`src/common/fdc_defines.vh`:
```
// constants for the diskette controller host port: offsets, fields, opcodes
// assumes an 8-bit i/o bus with a 10-bit port address, one clock domain
// Function
// - write-only drive control register at 3f2
// - low bit alone selects drive 0 or 1
// - reset bit zero holds controller in reset
// - enable bit gates interrupt and dma requests
// - one bit switches first drive motor
// - another bit switches second drive motor
// - status register at 3f4 readable any time
// - data register at 3f5 carries all bytes
// - fifteen commands decoded from first byte opcode
// - opcode and parameters taken before execution
// - result bytes read back after execution
// - execution moves sector data drive and host
// - seven result bytes for data-moving commands: three status, then id
// - read track runs from index to final sector
// - read id returns first good id field
// - status byte zero top bits give termination
// - multi track flag continues from head 0 onto head 1
// - density select picks single or double density
// - skip flag passes deleted data sectors
`ifndef FDC_DEFINES_VH
`define FDC_DEFINES_VH
`define ADDR_DRIVE_CONTROL 10'h3f2
`define ADDR_CONTROLLER_STATUS 10'h3f4
`define ADDR_COMMAND_DATA_PORT 10'h3f5
`define DC_RESET 8'h00
`define DC_UNIT_LO 0
`define DC_UNIT_HI 1
`define DC_CTRL_RUN 2
`define DC_REQ_EN 3
`define DC_MOTOR_A 4
`define DC_MOTOR_B 5
`define MS_BUSY 4
`define MS_EXEC 5
`define MS_DIR_OUT 6
`define MS_READY 7
`define OP_READ_TRACK 5'h02
`define OP_SPECIFY 5'h03
`define OP_SENSE_DRIVE 5'h04
`define OP_WRITE_DATA 5'h05
`define OP_READ_DATA 5'h06
`define OP_RECAL 5'h07
`define OP_SENSE_INT 5'h08
`define OP_WRITE_DEL 5'h09
`define OP_READ_ID 5'h0a
`define OP_READ_DEL 5'h0c
`define OP_FORMAT 5'h0d
`define OP_SEEK 5'h0f
`define OP_SCAN_EQ 5'h11
`define OP_SCAN_LE 5'h19
`define OP_SCAN_HE 5'h1d
`define TERM_NORMAL 2'h0
`define TERM_ABNORMAL 2'h1
`define TERM_INVALID 2'h2
`define FIFO_DEPTH 16
`define DSK_TIMEOUT 16'hffff
`endif

```
`src/core/byte_fifo.v`:
```
// parameterised fifo for sector data between host port and drive side
// assumes synchronous reset and a single clock
`timescale 1ns/1ps
`default_nettype none
module byte_fifo #(
    parameter WIDTH = 8,
    parameter DEPTH = 16,
    parameter AW = 4
) (
    // clock and reset
    input wire i_clock,
    input wire i_sys_rst,
    // fill side
    input wire i_in_valid,
    input wire [WIDTH-1:0] i_in_data,
    output wire o_in_ready,
    // drain side
    output wire o_out_valid,
    output wire [WIDTH-1:0] o_out_data,
    input wire i_out_ready
);
    reg [WIDTH-1:0] mem [0:DEPTH-1]; // storage
    reg [AW-1:0] wr_q; // write pointer
    reg [AW-1:0] rd_q; // read pointer
    reg [AW:0] cnt_q; // occupancy
    wire push = i_in_valid && o_in_ready;
    wire pop = o_out_valid && i_out_ready;
    assign o_in_ready = (cnt_q != DEPTH[AW:0]); // full stalls source
    assign o_out_valid = (cnt_q != {(AW+1){1'b0}}); // empty
    assign o_out_data = mem[rd_q];
    // pointers and count
    always @(posedge i_clock) begin
        if (i_sys_rst) begin
            wr_q <= {AW{1'b0}};
            rd_q <= {AW{1'b0}};
            cnt_q <= {(AW+1){1'b0}};
        end else begin
            if (push) begin
                wr_q <= wr_q + 1'b1;
            end
            if (pop) begin
                rd_q <= rd_q + 1'b1;
            end
            if (push && !pop) begin
                cnt_q <= cnt_q + 1'b1;
            end else if (pop && !push) begin
                cnt_q <= cnt_q - 1'b1;
            end
        end
    end
    // storage write
    always @(posedge i_clock) begin
        if (push) begin
            mem[wr_q] <= i_in_data;
        end
    end
endmodule // byte_fifo
`default_nettype wire

```
`src/core/fdc_host_port.v`:
```
// diskette controller host port: drive control, status, command data port
// assumes the host bus gives one-cycle read/write strobes with a port address
// and a drive-side byte stream with id and status inputs
`timescale 1ns/1ps
`default_nettype none
`include "fdc_defines.vh"
module fdc_host_port #(
    parameter FIFO_DEPTH = `FIFO_DEPTH,
    parameter TIMEOUT = `DSK_TIMEOUT
) (
    // clock and reset
    input wire i_clock,
    input wire i_sys_rst,
    // host i/o bus
    input wire [9:0] i_addr,
    input wire i_wr,
    input wire i_rd,
    input wire [7:0] i_wdata,
    output reg [7:0] o_rdata,
    // drive control outputs
    output reg [1:0] o_unit_select,
    output reg o_motor_a,
    output reg o_motor_b,
    output reg o_ctrl_reset,
    output reg o_irq,
    output reg o_dma_req,
    // drive-side data stream
    input wire i_dsk_valid,
    input wire [7:0] i_dsk_data,
    output reg o_dsk_ready,
    output reg o_dsk_wvalid,
    output reg [7:0] o_dsk_wdata,
    input wire i_dsk_wready,
    // drive-side sector flags
    input wire i_index,
    input wire i_deleted_mark,
    input wire i_id_ok,
    input wire i_crc_err,
    input wire i_drive_ready,
    // drive-side command qualifiers
    output reg o_density_select,
    output reg o_head_select
);
    // phase states, one-hot
    localparam S_CMD = 4'b0001;
    localparam S_EXEC = 4'b0010;
    localparam S_RES = 4'b0100;
    localparam S_IDLE = 4'b1000;

    reg [7:0] drive_control_q; // write-only register
    reg [3:0] state_q; // command phase
    reg [7:0] cmd_q [0:8]; // command bytes
    reg [7:0] res_q [0:6]; // result bytes
    reg [3:0] idx_q; // byte index in phase
    reg [3:0] need_q; // command length
    reg [3:0] nres_q; // result length
    reg [15:0] bytes_q; // bytes left in sector
    reg [15:0] tmo_q; // overrun watchdog
    reg [7:0] sector_q; // current sector
    reg head_q; // current head
    reg ready_at_start_q; // ready level at start
    reg [7:0] st1_q; // error flags
    reg in_track_q; // read track saw index
    reg drain_q; // all bytes queued, fifo emptying

    // command length for opcode
    function [3:0] cmd_len;
        input [4:0] op;
        begin
            case (op)
                `OP_READ_DATA, `OP_READ_DEL, `OP_WRITE_DATA, `OP_WRITE_DEL,
                `OP_READ_TRACK, `OP_SCAN_EQ, `OP_SCAN_LE,
                `OP_SCAN_HE: cmd_len = 4'd9;
                `OP_FORMAT: cmd_len = 4'd6;
                `OP_SPECIFY, `OP_SEEK: cmd_len = 4'd3;
                `OP_READ_ID, `OP_RECAL, `OP_SENSE_DRIVE: cmd_len = 4'd2;
                `OP_SENSE_INT: cmd_len = 4'd1;
                default: cmd_len = 4'd0;
            endcase
        end
    endfunction

    // data-moving commands
    function is_xfer;
        input [4:0] op;
        begin
            is_xfer = (cmd_len(op) == 4'd9) || (op == `OP_READ_ID);
        end
    endfunction

    wire [4:0] opcode = cmd_q[0][4:0];
    wire is_write = (opcode == `OP_WRITE_DATA) || (opcode == `OP_WRITE_DEL)
        || (opcode == `OP_FORMAT);
    wire run = drive_control_q[`DC_CTRL_RUN];
    wire sel_data = (i_addr == `ADDR_COMMAND_DATA_PORT);
    wire host_wr_data = i_wr && sel_data && run;
    wire host_rd_data = i_rd && sel_data && run;

    // fifo wiring
    wire f_in_valid;
    wire [7:0] f_in_data;
    wire f_in_ready;
    wire f_out_valid;
    wire [7:0] f_out_data;
    wire f_out_ready;
    wire exec_rd = (state_q == S_EXEC) && !is_write;
    wire exec_wr = (state_q == S_EXEC) && is_write;
    // skip deleted sectors when flagged
    wire skip_now = cmd_q[0][5] && i_deleted_mark && !is_write;
    // read track starts only after index
    wire track_gate = (opcode != `OP_READ_TRACK) || in_track_q || i_index;
    wire dsk_take = i_dsk_valid && o_dsk_ready; // drive byte handed over
    assign f_in_valid = !drain_q && (exec_rd ? (dsk_take && !skip_now
        && track_gate && (opcode != `OP_READ_ID || i_id_ok))
        : (exec_wr && host_wr_data));
    assign f_in_data = exec_rd ? i_dsk_data : i_wdata;
    assign f_out_ready = exec_rd ? host_rd_data
        : (i_dsk_wready || !o_dsk_wvalid);

    byte_fifo #(.WIDTH(8), .DEPTH(FIFO_DEPTH), .AW(4)) u_fifo (
        .i_clock(i_clock),
        .i_sys_rst(i_sys_rst || !run),
        .i_in_valid(f_in_valid),
        .i_in_data(f_in_data),
        .o_in_ready(f_in_ready),
        .o_out_valid(f_out_valid),
        .o_out_data(f_out_data),
        .i_out_ready(f_out_ready)
    );

    // main status byte composed from phase
    wire [7:0] main_status = {
        (state_q == S_CMD || state_q == S_IDLE || state_q == S_RES)
            || (exec_rd ? f_out_valid : (f_in_ready && !drain_q)),
        (state_q == S_RES) || exec_rd,
        (state_q == S_EXEC),
        (state_q != S_CMD) || (idx_q != 4'h0), // busy once a byte is in
        2'h0,
        o_unit_select};

    // drive control register writes
    always @(posedge i_clock) begin
        if (i_sys_rst) begin
            drive_control_q <= `DC_RESET;
        end else if (i_wr && i_addr == `ADDR_DRIVE_CONTROL) begin
            drive_control_q <= i_wdata;
        end
    end

    // registered control outputs
    always @(posedge i_clock) begin
        if (i_sys_rst) begin
            o_unit_select <= 2'h0;
            o_motor_a <= 1'b0;
            o_motor_b <= 1'b0;
            o_ctrl_reset <= 1'b1;
            o_irq <= 1'b0;
            o_dma_req <= 1'b0;
            o_density_select <= 1'b0;
            o_head_select <= 1'b0;
        end else begin
            // select only drive 0 or 1
            o_unit_select <= {1'b0, drive_control_q[`DC_UNIT_LO]};
            o_motor_a <= drive_control_q[`DC_MOTOR_A];
            o_motor_b <= drive_control_q[`DC_MOTOR_B];
            o_ctrl_reset <= !run;
            // requests gated by enable bit
            o_irq <= drive_control_q[`DC_REQ_EN] && (state_q == S_RES);
            o_dma_req <= drive_control_q[`DC_REQ_EN] && (state_q == S_EXEC)
                && (exec_rd ? f_out_valid : f_in_ready);
            o_density_select <= cmd_q[0][6];
            o_head_select <= head_q;
        end
    end

    // host read data mux; drive control reads as zero
    always @(posedge i_clock) begin
        if (i_sys_rst) begin
            o_rdata <= 8'h00;
        end else if (i_rd) begin
            if (i_addr == `ADDR_CONTROLLER_STATUS) begin
                o_rdata <= main_status;
            end else if (sel_data && state_q == S_RES) begin
                o_rdata <= res_q[idx_q[2:0]];
            end else if (sel_data && exec_rd) begin
                o_rdata <= f_out_data;
            end else begin
                o_rdata <= 8'h00;
            end
        end
    end

    // drive-side read ready and write stream
    always @(posedge i_clock) begin
        if (i_sys_rst || !run) begin
            o_dsk_wvalid <= 1'b0;
            o_dsk_wdata <= 8'h00;
            o_dsk_ready <= 1'b0;
        end else begin
            o_dsk_ready <= exec_rd && is_xfer(opcode) && !drain_q
                && f_in_ready && !dsk_take; // drops after each take
            if (f_out_ready && !exec_rd) begin
                o_dsk_wvalid <= f_out_valid && exec_wr;
                o_dsk_wdata <= f_out_data;
            end
        end
    end

    // command phase sequencer
    always @(posedge i_clock) begin
        if (i_sys_rst || !run) begin
            state_q <= S_CMD;
            idx_q <= 4'h0;
            need_q <= 4'h0;
            nres_q <= 4'h0;
            bytes_q <= 16'h0000;
            tmo_q <= 16'h0000;
            sector_q <= 8'h00;
            head_q <= 1'b0;
            ready_at_start_q <= 1'b0;
            st1_q <= 8'h00;
            in_track_q <= 1'b0;
            drain_q <= 1'b0;
        end else begin
            case (state_q)
                S_CMD: begin
                    if (host_wr_data) begin
                        cmd_q[idx_q] <= i_wdata;
                        if (idx_q == 4'h0) begin
                            need_q <= cmd_len(i_wdata[4:0]);
                        end
                        if (idx_q == 4'h0 && cmd_len(i_wdata[4:0]) == 4'd0)
                        begin
                            // invalid opcode answers one byte
                            res_q[0] <= {`TERM_INVALID, 6'h00};
                            nres_q <= 4'd1;
                            idx_q <= 4'h0;
                            state_q <= S_RES;
                        end else if (idx_q + 4'h1 ==
                            (idx_q == 4'h0 ? cmd_len(i_wdata[4:0]) : need_q))
                        begin
                            idx_q <= 4'h0;
                            state_q <= S_EXEC;
                            ready_at_start_q <= i_drive_ready;
                            sector_q <= cmd_q[4];
                            head_q <= (idx_q == 4'h1) ? i_wdata[2] // on bus
                                : cmd_q[1][2];
                            bytes_q <= {8'h00, i_wdata}; // data length
                            tmo_q <= TIMEOUT[15:0];
                            st1_q <= 8'h00;
                            in_track_q <= 1'b0;
                            drain_q <= 1'b0;
                        end else begin
                            idx_q <= idx_q + 4'h1;
                        end
                    end
                end
                S_EXEC: begin
                    if (i_index) begin
                        in_track_q <= 1'b1;
                    end
                    if (i_crc_err) begin
                        st1_q[5] <= 1'b1; // data error
                    end
                    tmo_q <= tmo_q - 16'h1;
                    if (!is_xfer(opcode)) begin
                        state_q <= S_RES; // seek-class finishes at once
                        res_q[0] <= {`TERM_NORMAL, 3'h0, head_q,
                            o_unit_select}; // fresh byte
                    end else if (drain_q) begin
                        tmo_q <= TIMEOUT[15:0];
                        if (!f_out_valid && !o_dsk_wvalid) begin
                            state_q <= S_RES; // all bytes gone
                        end
                    end else if (f_in_valid && f_in_ready) begin
                        tmo_q <= TIMEOUT[15:0];
                        if (opcode == `OP_READ_ID || bytes_q == 16'h1) begin
                            if (sector_q == cmd_q[6]) begin
                                if (cmd_q[0][7] && !head_q) begin
                                    head_q <= 1'b1;
                                    sector_q <= 8'h01;
                                    bytes_q <= {8'h00, cmd_q[8]};
                                end else begin
                                    drain_q <= 1'b1;
                                end
                            end else begin
                                sector_q <= sector_q + 8'h01;
                                bytes_q <= {8'h00, cmd_q[8]};
                            end
                            if (opcode == `OP_READ_ID) begin
                                drain_q <= 1'b1;
                            end
                        end else begin
                            bytes_q <= bytes_q - 16'h1;
                        end
                    end else if (tmo_q == 16'h0) begin
                        st1_q[4] <= 1'b1; // overrun
                        state_q <= S_RES;
                    end
                    if (state_q == S_EXEC && is_xfer(opcode)) begin
                        nres_q <= 4'd7;
                    end else begin
                        nres_q <= 4'd1;
                    end
                end
                S_RES: begin
                    // result bytes in fixed order
                    if (idx_q == 4'h0 && nres_q != 4'd1) begin
                        res_q[0] <= {(ready_at_start_q != i_drive_ready)
                            ? 2'h3 : ((st1_q != 8'h00) ? `TERM_ABNORMAL
                            : `TERM_NORMAL), 3'h0, head_q,
                            cmd_q[1][1:0]};
                        res_q[1] <= st1_q;
                        res_q[2] <= 8'h00;
                        res_q[3] <= cmd_q[2];
                        res_q[4] <= {7'h00, head_q};
                        res_q[5] <= sector_q;
                        res_q[6] <= cmd_q[5];
                    end
                    if (host_rd_data) begin
                        if (idx_q + 4'h1 >= nres_q) begin
                            idx_q <= 4'h0;
                            state_q <= S_CMD;
                        end else begin
                            idx_q <= idx_q + 4'h1;
                        end
                    end
                end
                default: begin
                    state_q <= S_CMD;
                end
            endcase
        end
    end
endmodule // fdc_host_port
`default_nettype wire

```
`config.mk`:
```
export PLATFORM = sky130hd
export DESIGN_NAME = fdc_host_port
export DESIGN_NICKNAME = d
export VERILOG_FILES = /design/src/core/byte_fifo.v /design/src/core/fdc_host_port.v
export VERILOG_INCLUDE_DIRS = /design/src /design/src/common
export SDC_FILE = /design/constraint.sdc
export NUM_CORES = 1
export LEC_CHECK = 0
export ABC_CLOCK_PERIOD_IN_PS = 7200
export BUFFER_PORTS_ARGS = -buffer_cell sky130_fd_sc_hd__buf_2
export CORE_ASPECT_RATIO = 0.8
export CORE_MARGIN = 2
export CORE_UTILIZATION = 40
export CTS_CLUSTER_DIAMETER = 80
export DETAILED_ROUTE_END_ITERATION = 10
export GPL_TIMING_DRIVEN = 0
export PLACE_DENSITY_LB_ADDON = 0.3
export SYNTH_ARGS = -nofsm -noshare
export SYNTH_HDL_FRONTEND = slang
export SYNTH_SLANG_ARGS = --single-unit
```
`constraint.sdc`:
```
create_clock -name i_clock -period 7.2 [get_ports i_clock]
set_input_delay 1.44 -clock i_clock [delete_from_list [all_inputs] [get_ports i_clock]]
set_output_delay 1.44 -clock i_clock [all_outputs]
set_load 0.01 [all_outputs]
```
==> impl_metrics.py <==
metrics = {
    "global_route": {
        "grt_overflow": 0,
        "grtUsageTotal_pct": 20.7,
        "grt_pass1_wl_mm": 59.1,
        "grt_pass1_vias": 9762,
        "grt_max_degree": 17,
        "antenna_found_initial": 1,
    },
    "synthesis": {
        "synth.distinct_cells": 88,
        "syn_area_um2": 14400,
        "synthTopCellsByCount": "edfxtp_1 (211), dfxtp_1 (110), nor2_1 (105)",
        "yosys-top-cells-area": "edfxtp_1 (44%), dfxtp_1 (15%), mux4_2 (6.4%)",
        "avgSynthCellArea_um2": 12.7,
        "synth_area_leader_cell": "edfxtp_1",
        "ys_ff_latch": 321,
        "syn_nets": 1196,
        "synth-edff-count": 211,
        "syn_inst": 1130,
        "yosysTopAreaCellShare_pct": 44.1,
        "yosysWarnings": 0,
        "yosysMostFrequentCell": "edfxtp_1",
        "ys.flop_type": "edfxtp_1",
        "synth-seq-area-share_pct": 59.4,
        "synthArstFlopShare_pct": 0,
    },
    "timing": {
        "fin_skew_ns": 0.0369,
        "drv_slew": 0,
        "hold_violations": 0,
        "slew_headroom_pct": 29.0,
        "period_share_pct": 66.9,
        "fin_setup_tns_ns": 0,
        "tightest_slew_ns": 1.06,
        "period_minus_slack_ns": 4.82,
        "whs_ns": 0.418,
        "setup_viol": 0,
        "grt_setup_unrepaired": "false",
        "fmax_mhz": 208,
    },
    "setup_path": {
        "critPathMaxFanout": 10,
        "arrival_ns": 5.27,
        "timing.rr.start": "cmd_q[0][1]$_DFFE_PP_",
        "slowest_stage": "nor4_1",
        "max_stage_delay_ns": 0.82,
        "path_class": "input port to flip-flop",
        "worst_setup_path_start_kind": "input port",
        "cp.required_ns": 7.65,
        "reg2reg_slack_ns": 2.80,
        "endpoint_kind": "flip-flop",
        "path_buf_inv": 3,
        "worstReg2RegEnd": "u_fifo.cnt_q[4]$_SDFFE_PP0P_",
        "crit_chain": "buf_2 > nand4b_1 > nor4_1 > a22o_4 > and2_1 > buf_2 > ha_1 > inv_1 > fa_1 > a21o_1 > a21oi_1 > xnor2_1 > or3_1 > a21oi_1",
        "critPathTopFamily": "simple AND/OR/NAND/NOR gates",
        "reg2reg_depth": 16,
    },
    "clock_network": {
        "numCtsBuffers": 35,
        "clock_latency_ns": 0.53,
        "cts_tree": "built",
        "clockBufferDepth": 3,
        "cts.sinks": 321,
        "holdBufCountCts": 0,
        "htreeDepth": 2,
        "cts.reportedPaths.clkPinSlew_ns": 0.06,
        "clockRootBuffer": "clkbuf_16",
        "cts_setup_buffers": 0,
        "ctsResizeCount": 0,
    },
    "drt": {
        "num_vias": 10133,
        "antenna_left": 0,
        "drt_wl_total_mm": 38.5,
        "wire_per_inst_um": 22.1,
        "via_per_inst": 5.82,
        "firstDrtPassIters": 6,
        "drc": 0,
        "drt-initial-drc-count": 1020,
    },
    "power_and_ir_drop": {
        "power_density_nw_per_um2": 236,
        "finalPower_w": 0.00390,
        "leakagePower_nw": 5.60,
        "vdd_drop_max_mv": 0.149,
    },
    "min_path": {
        "min_to": "res_q[6][2]$_DFFE_PP_",
        "min-delay-start": "cmd_q[5][2]$_DFFE_PP_",
        "hold_depth": 0,
        "hp-class": "flip-flop to flip-flop",
    },
    "job": {
        "cap_viol_max_count": 0,
    },
    "floorplanning": {
        "start_util_pct": 40.3,
        "ios": 64,
        "dieArea_um2": 37500,
        "die_x_um": 216,
        "design.core.area_um2": 35700,
        "num_rows": 62,
        "dieHeight_um": 174,
    },
    "final_layout": {
        "final_layout_size_suffix_gt1_share_pct": 17.7,
        "area_growth_syn_to_layout_pct": 15.0,
        "final_net_count": 1301,
    },
    "placement": {
        "dpl.hpwl_mm": 27.3,
        "numPortBuffers": 61,
        "place_congestion": 0.925,
    },
    "status": {
        "status": "completed",
    },
}
==> worst max path at each step <==
stage | slack, ns | end | cells after the start | start
6_report | 2.38 | u_fifo.cnt_q[4]$_SDFFE_PP0P_ | 14 | i_addr[3]
5_1_grt | 2.24 | u_fifo.cnt_q[4]$_SDFFE_PP0P_ | 14 | i_addr[3]
4_1_cts | 2.46 | u_fifo.cnt_q[4]$_SDFFE_PP0P_ | 14 | i_addr[3]
3_5_place_dp | 1.93 | u_fifo.cnt_q[4]$_SDFFE_PP0P_ | 14 | i_addr[3]
3_3_place_gp | -1.22 | res_q[0][0]$_DFFE_PP_ | 6 | i_sys_rst
2_1_floorplan | 1.11 | res_q[0][0]$_DFFE_PP_ | 5 | i_sys_rst
==> worst reg2reg max path, stage by stage, from the launching register on <==
cell      delay (ns)
edfxtp_1        0.43
inv_1           0.12
ha_1            0.22
nand2b_1        0.10
o21ai_1         0.70
o21ai_0         0.35
buf_2           0.32
a21oi_1         0.44
inv_1           0.09
ha_1            0.24
inv_1           0.15
ha_1            0.29
a21o_1          0.17
a21oi_1         0.18
xnor2_1         0.09
or3_1           0.30
a21oi_1         0.15
==> registers in the layout, summed over array words and instances, names as in the netlist, 2 cells and up, named ones only <==
| name | flops |
|---|---|
| bytes_q | 16 |
| u_fifo.wr_q | 4 |
| u_fifo.rd_q | 4 |
| sector_q | 8 |
| u_fifo.cnt_q | 5 |
| st1_q | 2 |
| res_q | 32 |
| u_fifo.mem | 128 |
| o_dsk_wdata | 8 |
| need_q | 4 |
| cmd_q | 51 |
| nres_q | 2 |
| idx_q | 4 |
| drive_control_q | 5 |
| tmo_q | 16 |
| o_rdata | 8 |
| state_q | 3 |
==> stage by stage <==
step | cell area (um^2) | util (%) | setup WS, ns | instances
2_1_floorplan | 14400 | - | 1.11 | 1130
3_3_place_gp | 15300 | 42.8 | -1.22 | 1671
3_5_place_dp | 15300 | 43.0 | 1.93 | 1678
4_1_cts | 16500 | 46.3 | 2.46 | 1741
5_1_grt | 16500 | 46.3 | 2.24 | 1742
6_report | 16500 | 46.3 | 2.38 | 1742
==> layer usage <==
layer  vias up  global-route usage, %  routed length, um
li1       4570                      -                  -
met1      5040                   30.8              17600
met2       445                   30.8              16700
met3        78                   3.74               3060
met4         0                   6.65               1150
met5         -                      0                  0
==> power by group <==
| group | switching (W) | internal (W) | total [W] |
|---|---|---|---|
| combinational | 0.0000747 | 0.0000301 | 0.000105 |
| clock | 0.000729 | 0.00110 | 0.00183 |
| sequential | 0.000000911 | 0.00196 | 0.00196 |
==> layout make-up <==
cell class                 instances  area, um^2
multi-input combinational        710        5400
tap                              480         601
sequential                       321        8540
fill                            3235       19200
clock buffer                      51         987
clock inverter                    12         185
inverter                          32         120
antenna                            1        2.50
buffer                            67         333
timing repair buffer              68         353
==> layout by cell type (no fill, tap or decap), types with 7 or more instances in the layout <==
| cell type | n |
|---|---|
| a31oi_1 | 19 |
| dfxtp_1 | 110 |
| mux2i_1 | 22 |
| a211oi_1 | 20 |
| a311oi_1 | 7 |
| buf_4 | 14 |
| and3_1 | 12 |
| nand2b_1 | 8 |
| o21a_1 | 11 |
| clkbuf_1 | 42 |
| buf_2 | 77 |
| nor4_1 | 8 |
| xnor2_1 | 19 |
| nand4_1 | 9 |
| o21ai_0 | 30 |
| a21oi_1 | 53 |
| a221oi_1 | 10 |
| and2_1 | 7 |
| nand2_1 | 67 |
| nor3b_1 | 11 |
| nor3_1 | 30 |
| nand3_1 | 18 |
| ha_1 | 28 |
| a32oi_1 | 7 |
| nor2_1 | 105 |
| xor2_1 | 13 |
| inv_1 | 31 |
| buf_1 | 7 |
| nor2b_1 | 12 |
| edfxtp_1 | 211 |
| o31ai_1 | 8 |
| mux4_2 | 41 |
| clkbuf_16 | 35 |
==> logic make-up (layout without fill, tap and decap cells) <==
logic type / after synthesis / count (layout) / share of synthesized area [%]
AND/OR/NAND/NOR: 326 / 326 / 11.2
flip-flops: 321 / 321 / 59.4
AO/OA/AOI/OAI: 258 / 258 / 13.6
buffers and inverters: 99 / 230 / 3.15
multiplexers: 64 / 64 / 8.04
XOR/XNOR: 32 / 32 / 1.95
adder cells (fa/ha/maj): 29 / 29 / 2.58
other: 1 / 2 / 0.0261
Note: power is estimated with default switching activity, not from simulation.
